===== src/rtl/ptmr_pkg.sv =====
package ptmr_pkg;
	// ******************************************************
	// Register map and field layout
	// ******************************************************
	localparam logic [7:0] ADDR_CTRL0 = 8'h00;
	localparam logic [7:0] ADDR_CTRL1 = 8'h04;
	localparam logic [7:0] ADDR_COUNT = 8'h08;
	localparam logic [7:0] ADDR_CMPA = 8'h0C;
	localparam logic [7:0] ADDR_PERIOD = 8'h10;
	localparam logic [7:0] ADDR_STATUS = 8'h14;
	localparam int RUN_BIT = 0;
	localparam int MODE_LO = 6;
	localparam int ACT_LO = 4;
	localparam int INIT_BIT = 3;
	localparam int INV_BIT = 2;
	localparam int CKS_BIT = 1;
	localparam int CCLR_BIT = 0;
	localparam int FLAG_A_BIT = 0;
	localparam int FLAG_P_BIT = 1;
	localparam int CNT_W = 10;
	// ******************************************************
	// Reset values and codes
	// ******************************************************
	localparam logic [9:0] VAL_RST = 10'h000;
	localparam logic [9:0] CNT_MAX = 10'h3FF;
	localparam logic [1:0] FIELD_RST = 2'h0;
	localparam logic [1:0] MODE_CMP = 2'h0;
	localparam logic [1:0] MODE_CAP = 2'h1;
	localparam logic [1:0] MODE_PWM = 2'h2;
	localparam logic [1:0] MODE_TC = 2'h3;
	localparam logic [1:0] ACT_NONE = 2'h0;
	localparam logic [1:0] ACT_LOW = 2'h1;
	localparam logic [1:0] ACT_HIGH = 2'h2;
	localparam logic [1:0] ACT_TOGGLE = 2'h3;
	localparam logic [1:0] ACT_INACTIVE = 2'h0;
	localparam logic [1:0] ACT_ACTIVE = 2'h1;
	localparam logic [1:0] ACT_PWM = 2'h2;
	localparam logic [1:0] ACT_PULSE = 2'h3;
	localparam logic [2:0] HSIZE_WORD = 3'h2;
	typedef enum logic [2:0] {PM_CMP, PM_CAP, PM_PWM, PM_SP, PM_TC} ptmr_mode_e;
endpackage


===== src/rtl/ptmr_ahb.sv =====
`timescale 1ns/10ps
`default_nettype none
module ptmr_ahb
	import ptmr_pkg::*;
(
	input wire logic clk_i,
	input wire logic reset_i,
	input wire logic hsel_i,
	input wire logic [31:0] haddr_i,
	input wire logic [1:0] htrans_i,
	input wire logic hwrite_i,
	input wire logic [2:0] hsize_i,
	input wire logic hready_i,
	input wire logic [31:0] rd_data_i,
	output logic [7:0] rd_addr_o,
	output logic wr_en_o,
	output logic [7:0] wr_addr_o,
	output logic [31:0] hrdata_o,
	output logic hreadyout_o,
	output logic hresp_o
);
	// ******************************************************
	// Zero-wait slave; read data is sampled in the address phase
	// ******************************************************
	typedef struct packed {
		logic wr_pend;
		logic [7:0] addr;
		logic [31:0] rdata;
	} ptmr_ahb_s;
	ptmr_ahb_s st_reg;
	ptmr_ahb_s st_next;
	logic accept;
	always_comb begin
		st_next = st_reg;
		accept = hsel_i & htrans_i[1] & hready_i & (hsize_i == HSIZE_WORD);
		st_next.wr_pend = accept & hwrite_i;
		st_next.addr = haddr_i[7:0];
		if (accept & ~hwrite_i) begin
			st_next.rdata = rd_data_i;
		end
	end
	always_ff @(posedge clk_i) begin
		if (reset_i) begin
			st_reg <= '0;
		end else begin
			st_reg <= st_next;
		end
	end
	assign rd_addr_o = haddr_i[7:0];
	assign wr_en_o = st_reg.wr_pend;
	assign wr_addr_o = st_reg.addr;
	assign hrdata_o = st_reg.rdata;
	assign hreadyout_o = 1'b1;
	assign hresp_o = 1'b0;
endmodule
`default_nettype wire


===== src/rtl/ptmr_sync.sv =====
`timescale 1ns/10ps
`default_nettype none
module ptmr_sync
	import ptmr_pkg::*;
(
	input wire logic clk_i,
	input wire logic reset_i,
	input wire logic async_i,
	output logic rise_o
);
	// ******************************************************
	// Two-stage synchroniser with rising edge detect
	// ******************************************************
	typedef struct packed {
		logic s1;
		logic s2;
		logic s3;
	} ptmr_sync_s;
	ptmr_sync_s st_reg;
	ptmr_sync_s st_next;
	always_comb begin
		st_next.s1 = async_i;
		st_next.s2 = st_reg.s1;
		st_next.s3 = st_reg.s2;
	end
	always_ff @(posedge clk_i) begin
		if (reset_i) begin
			st_reg <= '0;
		end else begin
			st_reg <= st_next;
		end
	end
	assign rise_o = st_reg.s2 & ~st_reg.s3;
endmodule
`default_nettype wire


===== src/rtl/ptmr_top.sv =====
`timescale 1ns/10ps
`default_nettype none
module ptmr_top
	import ptmr_pkg::*;
(
	input wire logic CORE_CLK_I,
	input wire logic RESET_I,
	input wire logic HSEL_I,
	input wire logic [31:0] HADDR_I,
	input wire logic [1:0] HTRANS_I,
	input wire logic HWRITE_I,
	input wire logic [2:0] HSIZE_I,
	input wire logic HREADY_I,
	input wire logic [31:0] HWDATA_I,
	output logic [31:0] HRDATA_O,
	output logic HREADYOUT_O,
	output logic HRESP_O,
	input wire logic EXT_TRIG_I,
	output logic TIMER_OUT_O,
	output logic TIMER_OUT_OE_O
);
	// ******************************************************
	// State
	// ******************************************************
	typedef struct packed {
		logic run;
		logic run_d;
		logic [1:0] mode;
		logic [1:0] act;
		logic init;
		logic inv;
		logic cks;
		logic cclr;
		logic [CNT_W-1:0] cmpa;
		logic [CNT_W-1:0] per;
		logic [CNT_W-1:0] cnt;
		logic flag_a;
		logic flag_p;
		logic pin;
		logic out;
		logic oe;
	} ptmr_state_s;
	ptmr_state_s st_reg;
	ptmr_state_s st_next;
	logic [7:0] rd_addr;
	logic [31:0] rd_data;
	logic wr_en;
	logic [7:0] wr_addr;
	logic trig_rise;
	ptmr_mode_e md;
	logic run_rise;
	logic cnt_act;
	logic match_a;
	logic match_p;
	logic clr;
	logic duty;
	logic lvl;
	logic [CNT_W-1:0] per_last;
	// ******************************************************
	// Decode
	// ******************************************************
	function automatic ptmr_mode_e mode_of(input logic [1:0] m, input logic [1:0] a);
		ptmr_mode_e r;
		r = PM_CMP;
		unique case (m)
			MODE_CMP: r = PM_CMP;
			MODE_CAP: r = PM_CAP;
			MODE_PWM: r = (a == ACT_PULSE) ? PM_SP : PM_PWM;
			MODE_TC: r = PM_TC;
		endcase
		return r;
	endfunction
	function automatic logic [31:0] read_word(input logic [7:0] a, input ptmr_state_s s);
		logic [31:0] r;
		r = 32'h00000000;
		unique case (a)
			ADDR_CTRL0: r[RUN_BIT] = s.run;
			ADDR_CTRL1: r[7:0] = {s.mode, s.act, s.init, s.inv, s.cks, s.cclr};
			ADDR_COUNT: r[CNT_W-1:0] = s.cnt;
			ADDR_CMPA: r[CNT_W-1:0] = s.cmpa;
			ADDR_PERIOD: r[CNT_W-1:0] = s.per;
			ADDR_STATUS: r[1:0] = {s.flag_p, s.flag_a};
			default: r = 32'h00000000;
		endcase
		return r;
	endfunction
	// ******************************************************
	// Bus slave and trigger pin
	// ******************************************************
	ptmr_ahb u_ahb (
		.clk_i(CORE_CLK_I),
		.reset_i(RESET_I),
		.hsel_i(HSEL_I),
		.haddr_i(HADDR_I),
		.htrans_i(HTRANS_I),
		.hwrite_i(HWRITE_I),
		.hsize_i(HSIZE_I),
		.hready_i(HREADY_I),
		.rd_data_i(rd_data),
		.rd_addr_o(rd_addr),
		.wr_en_o(wr_en),
		.wr_addr_o(wr_addr),
		.hrdata_o(HRDATA_O),
		.hreadyout_o(HREADYOUT_O),
		.hresp_o(HRESP_O)
	);
	ptmr_sync u_trig (
		.clk_i(CORE_CLK_I),
		.reset_i(RESET_I),
		.async_i(EXT_TRIG_I),
		.rise_o(trig_rise)
	);
	assign rd_data = read_word(rd_addr, st_reg);
	// ******************************************************
	// Counter, comparators, flags and pin
	// ******************************************************
	always_comb begin
		st_next = st_reg;
		md = mode_of(st_reg.mode, st_reg.act);
		run_rise = st_reg.run & ~st_reg.run_d;
		cnt_act = st_reg.run & st_reg.run_d;
		per_last = st_reg.per - 10'h001;
		match_a = 1'b0;
		match_p = 1'b0;
		clr = 1'b0;
		duty = 1'b0;
		lvl = 1'b0;
		unique case (md)
			PM_CMP, PM_TC: begin
				match_a = cnt_act & (st_reg.cmpa != VAL_RST) & (st_reg.cnt == st_reg.cmpa);
				if (st_reg.cclr) begin
					clr = match_a;
				end else begin
					match_p = cnt_act & ((st_reg.per == VAL_RST) ? (st_reg.cnt == CNT_MAX) :
						(st_reg.cnt == st_reg.per));
					clr = match_p;
				end
			end
			PM_CAP: begin
				match_p = cnt_act & (st_reg.cnt == per_last);
				clr = match_p;
			end
			PM_PWM: begin
				match_p = cnt_act & (st_reg.cnt == per_last);
				match_a = cnt_act & (st_reg.cnt == st_reg.cmpa);
				clr = match_p;
			end
			PM_SP: begin
				match_a = cnt_act & (st_reg.cnt == st_reg.cmpa);
			end
		endcase
		// Counter is zeroed on the rising run edge and frozen while stopped.
		st_next.run_d = st_reg.run;
		if (run_rise) begin
			st_next.cnt = VAL_RST;
		end else if (cnt_act) begin
			st_next.cnt = clr ? VAL_RST : st_reg.cnt + 10'h001;
		end
		// Hardware set wins over a software clear in the same cycle.
		if (wr_en && wr_addr == ADDR_STATUS) begin
			st_next.flag_a = st_reg.flag_a & ~HWDATA_I[FLAG_A_BIT];
			st_next.flag_p = st_reg.flag_p & ~HWDATA_I[FLAG_P_BIT];
		end
		if (match_a) begin
			st_next.flag_a = 1'b1;
		end
		if (match_p) begin
			st_next.flag_p = 1'b1;
		end
		// A software write to the run bit overrides the automatic set and clear.
		if (md == PM_SP && match_a) begin
			st_next.run = 1'b0;
		end
		if (md == PM_SP && trig_rise && !st_reg.run) begin
			st_next.run = 1'b1;
		end
		if (wr_en) begin
			unique case (wr_addr)
				ADDR_CTRL0: st_next.run = HWDATA_I[RUN_BIT];
				ADDR_CTRL1: begin
					st_next.mode = HWDATA_I[MODE_LO+1:MODE_LO];
					st_next.act = HWDATA_I[ACT_LO+1:ACT_LO];
					st_next.init = HWDATA_I[INIT_BIT];
					st_next.inv = HWDATA_I[INV_BIT];
					st_next.cks = HWDATA_I[CKS_BIT];
					st_next.cclr = HWDATA_I[CCLR_BIT];
				end
				ADDR_CMPA: st_next.cmpa = HWDATA_I[CNT_W-1:0];
				ADDR_PERIOD: st_next.per = HWDATA_I[CNT_W-1:0];
				default: st_next.run = st_next.run;
			endcase
		end
		// Compare-mode pin state only moves on an A match or a run rise.
		if (md == PM_CMP && run_rise) begin
			st_next.pin = st_reg.init;
		end else if (md == PM_CMP && match_a) begin
			unique case (st_reg.act)
				ACT_NONE: st_next.pin = st_reg.pin;
				ACT_LOW: st_next.pin = 1'b0;
				ACT_HIGH: st_next.pin = 1'b1;
				ACT_TOGGLE: st_next.pin = ~st_reg.pin;
			endcase
		end
		duty = ((st_reg.per != VAL_RST) && (st_reg.cmpa >= st_reg.per)) ||
			(st_reg.cnt < st_reg.cmpa);
		unique case (md)
			PM_CMP: lvl = st_next.pin;
			PM_PWM: begin
				unique case (st_reg.act)
					ACT_INACTIVE: lvl = ~st_reg.init;
					ACT_ACTIVE: lvl = st_reg.init;
					default: lvl = duty ? st_reg.init : ~st_reg.init;
				endcase
			end
			PM_SP: lvl = st_next.run ? st_reg.init : ~st_reg.init;
			PM_CAP, PM_TC: lvl = 1'b0;
		endcase
		st_next.oe = (md != PM_TC) && (md != PM_CAP);
		st_next.out = st_next.oe & (lvl ^ st_reg.inv);
	end
	always_ff @(posedge CORE_CLK_I) begin
		if (RESET_I) begin
			st_reg <= '0;
		end else begin
			st_reg <= st_next;
		end
	end
	assign TIMER_OUT_O = st_reg.out;
	assign TIMER_OUT_OE_O = st_reg.oe;
endmodule
`default_nettype wire


===== config.mk =====
export PLATFORM = sky130hd
export DESIGN_NAME = ptmr_top
export DESIGN_NICKNAME = d
export VERILOG_FILES = /design/src/rtl/ptmr_pkg.sv /design/src/rtl/ptmr_ahb.sv /design/src/rtl/ptmr_sync.sv /design/src/rtl/ptmr_top.sv
export SDC_FILE = /design/constraint.sdc
export NUM_CORES = 1
export LEC_CHECK = 0
export BUFFER_PORTS_ARGS = -buffer_cell sky130_fd_sc_hd__clkbuf_2
export CORE_MARGIN = 3
export CORE_UTILIZATION = 33
export DETAILED_ROUTE_END_ITERATION = 16
export REMOVE_ABC_BUFFERS = 1
export SLEW_MARGIN = 20
export SYNTH_ARGS = -nofsm -noshare
export SYNTH_HDL_FRONTEND = slang
export SYNTH_SLANG_ARGS = --single-unit

===== constraint.sdc =====
create_clock -name CORE_CLK_I -period 2.5 [get_ports CORE_CLK_I]
set_input_delay 0.25 -clock CORE_CLK_I [delete_from_list [all_inputs] [get_ports CORE_CLK_I]]
set_output_delay 0.25 -clock CORE_CLK_I [all_outputs]
set_load 0.02 [all_outputs]

==> run metrics <==
RSZ-0062 raised after global routing true; Layout fillers 1179; outcome completed; Post-DP HPWL about 9600 um; area leader, netlist dfxtp_1; Slew Viols, Final 0; share of the yosys chip area belonging to registers 31.68%; FF+latch count, synth 67; proportion of layout cells with a drive suffix above 1 28.71%; Setup Viol. Count Final 0; CTS tree built; vias in the first global route 3791; worst-margin pin slew approximately 0.67 ns; Core Region 12260 um^2; antenna viol nets, final 0; Mean Syn Cell Area 8.434 um^2; synth top area cells dfxtp_1 (32%), ha_1 (8.3%), mux2i_1 (6.4%); average wire per standard cell roughly 16 um; initial antenna violation count 0; diodes inserted 0; Netlist cell types 63; cell count of the worst reg-to-reg path 11; Final Hold Viols 0; Synth top area share 31.68%; dpl cells 747; EDFF count, synth 0; Mapped Cells 502; Skew-Pair Late Insertion Delay between 0.3 and 0.4 ns; static leakage roughly 2.3 nW; commonest non-fill, non-tap cells in the layout nor2_1 (67), buf_4 (66), dfxtp_1 (59); min-delay src EXT_TRIG_I; vias per cell 5.133; Worst Hold Class input port to register; crit-path max FO 5; Tcrit/Tclk final 97.10%; DRC 0; ys async rst share 0%; Die H roughly 120 um; hold_ws 0.1216 ns; Slew HR 54.69%; Worst Skew ~0.0083 ns; Max VDD drop 0.4167 mV; Placer Congestion 0.9096; Vias between 3000 and 4000; Setup TNS 0 ns; Rows 40; clock tree sinks 67; kind of critical path register to register; ys flop type dfxtp_1; clock tree buffer depth 2; cell area after synthesis about 4200 um^2; worst r2r dst TIMER_OUT_O; CTS root buf clkbuf_16; Min-Delay Path Depth 2; CP Capture Type register; 1st-pass router iterations 5; Max-Cap Viols 0; number of port buffers 39; Nets around 700; io pins 111; Max H-tree Level 3; Multi-input gate area 2719 um^2; Fmax 0.4120 GHz; R2R setup slack 0.07 ns; initial core utilization approximately a third; hold_buf cts 0; worst path required time 2.75 ns; WP data arrival 2.68 ns; Yosys Warn Count 0; largest net degree at the start of global routing 37; r2r startpoint st_reg[41]; Clk pin slew, worst setup/hold paths ~0.06 ns; PwrDens 467.5 nW/um^2; violation count after the first detailed-routing iteration 247; GR Overflow Total 0; most common cell after layout, fill and taps aside nor2_1; post-layout min period 2.427 ns; total CTS buffers 9; die area 14230 um^2; count of non-filler cells in the finished layout 767; Total Wirelength about 12000 um; global-route wire length before repair ~20000 um; gr usage total 17.76%; hold endpoint u_trig.st_next[1]; max FFs per register between 40 and 50; total power about 2.5 mW; Setup crit start kind register; Die W 119.3 um; storage element area 1351 um^2; area delta synth->final 27.78%
cell usage after synthesis (all sizes together) (2+ instances only):
| master | instances |
|---|---|
| dfxtp | 67 |
| nor2 | 67 |
| inv | 33 |
| buf | 31 |
| ha | 28 |
| nand2 | 28 |
| mux2i | 27 |
| o21ai | 21 |
| a21oi | 20 |
| nor2b | 16 |
| clkbuf | 15 |
| nand3 | 15 |
| xnor2 | 12 |
| nand2b | 9 |
| nor4 | 9 |
| xor2 | 9 |
| a222oi | 8 |
| and2 | 8 |
| nor3 | 8 |
| mux2 | 6 |
| nand4 | 6 |
| and3 | 5 |
| o211ai | 5 |
| a2111oi | 4 |
| a211oi | 4 |
| o31ai | 4 |
| a22oi | 3 |
| nor4b | 3 |
| nor4bb | 3 |
| a221o | 2 |
| a31oi | 2 |
| a41oi | 2 |
| and4 | 2 |
| conb | 2 |
| o22ai | 2 |
| or2 | 2 |
| or4 | 2 |
worst max path at each step:
stage	from	endpoint	slack (ns)
after global routing	st_reg[30]	TIMER_OUT_O	-0.13
after floorplan	st_reg[29]	TIMER_OUT_O	0.23
final	st_reg[41]	TIMER_OUT_O	0.07
after CTS	st_reg[15]	st_reg[12]	0.02
after global placement	st_reg[32]	TIMER_OUT_O	0.04
after detailed placement	st_reg[15]	st_reg[12]	0.03
per-stage QoR:
step | setup slack [ns] | area (um^2) | utilization (%)
final | 0.07257 | 5410 | 44.12
after global routing | -0.1270 | 5410 | 44.12
after CTS | 0.01597 | 5224 | 42.60
after detailed placement | 0.03466 | 4905 | 40.00
after global placement | 0.04299 | 4905 | 40.00
after floorplan | 0.2304 | 4034 | -
report_power, final:
| group | total, mW | internal (mW) | switching [mW] |
|---|---|---|---|
| sequential | 1.08 | 1.08 | 0.00423 |
| combinational | 0.115 | 0.0332 | 0.0817 |
| clock | 1.33 | 0.830 | 0.502 |
| total | 2.53 | 1.94 | 0.588 |
repair_timing:
| action | in CTS | in global routing |
|---|---|---|
| endpoints found under the hold margin | 0 | 0 |
| setup buffers | 0 | 4 |
| pin swaps | 0 | 17 |
| gates resized for setup | 1 | 38 |
| endpoints found under the setup margin | 1 | 13 |
critical path, cell delays in order (launching register included):
cell and delay, ns:
dfxtp_1 0.45, inv_1 0.10, buf_4 0.14, ha_1 0.20, nand2b_1 0.12, o21ba_2 0.20
nor4bb_1 0.14, o31ai_2 0.28, mux2i_1 0.29, a2111oi_2 0.07, buf_4 0.15, o31ai_1 0.20
cells by family after synthesis:
group	count (synthesis)	share of synthesized area, %
AND/OR/NAND/NOR	187	23.43
buffers and inverters	79	9.604
XOR/XNOR	21	4.344
multiplexers	33	7.979
other	2	0.1774
AO/OA/AOI/OAI	85	14.51
adder cells (fa/ha/maj)	28	8.274
flip-flops	67	31.68
cell type report:
class	count	area share, %
timing repair buffer	105	12.77
tap	168	3.885
clock buffer	11	4.672
multi-input combinational	378	50.25
inverter	33	2.336
sequential	67	24.98
clock inverter	5	1.110
routing by layer:
layer | wire length [um] | vias up | track usage (%)
met5 | 0 | - | 0
met4 | 104 | 0 | 5.286
met3 | 702 | 8 | 3.609
met2 | 6134 | 112 | 29.18
met1 | 5533 | 1920 | 23.47
li1 | - | 1897 | -
Note: power is estimated with default switching activity, not from simulation.
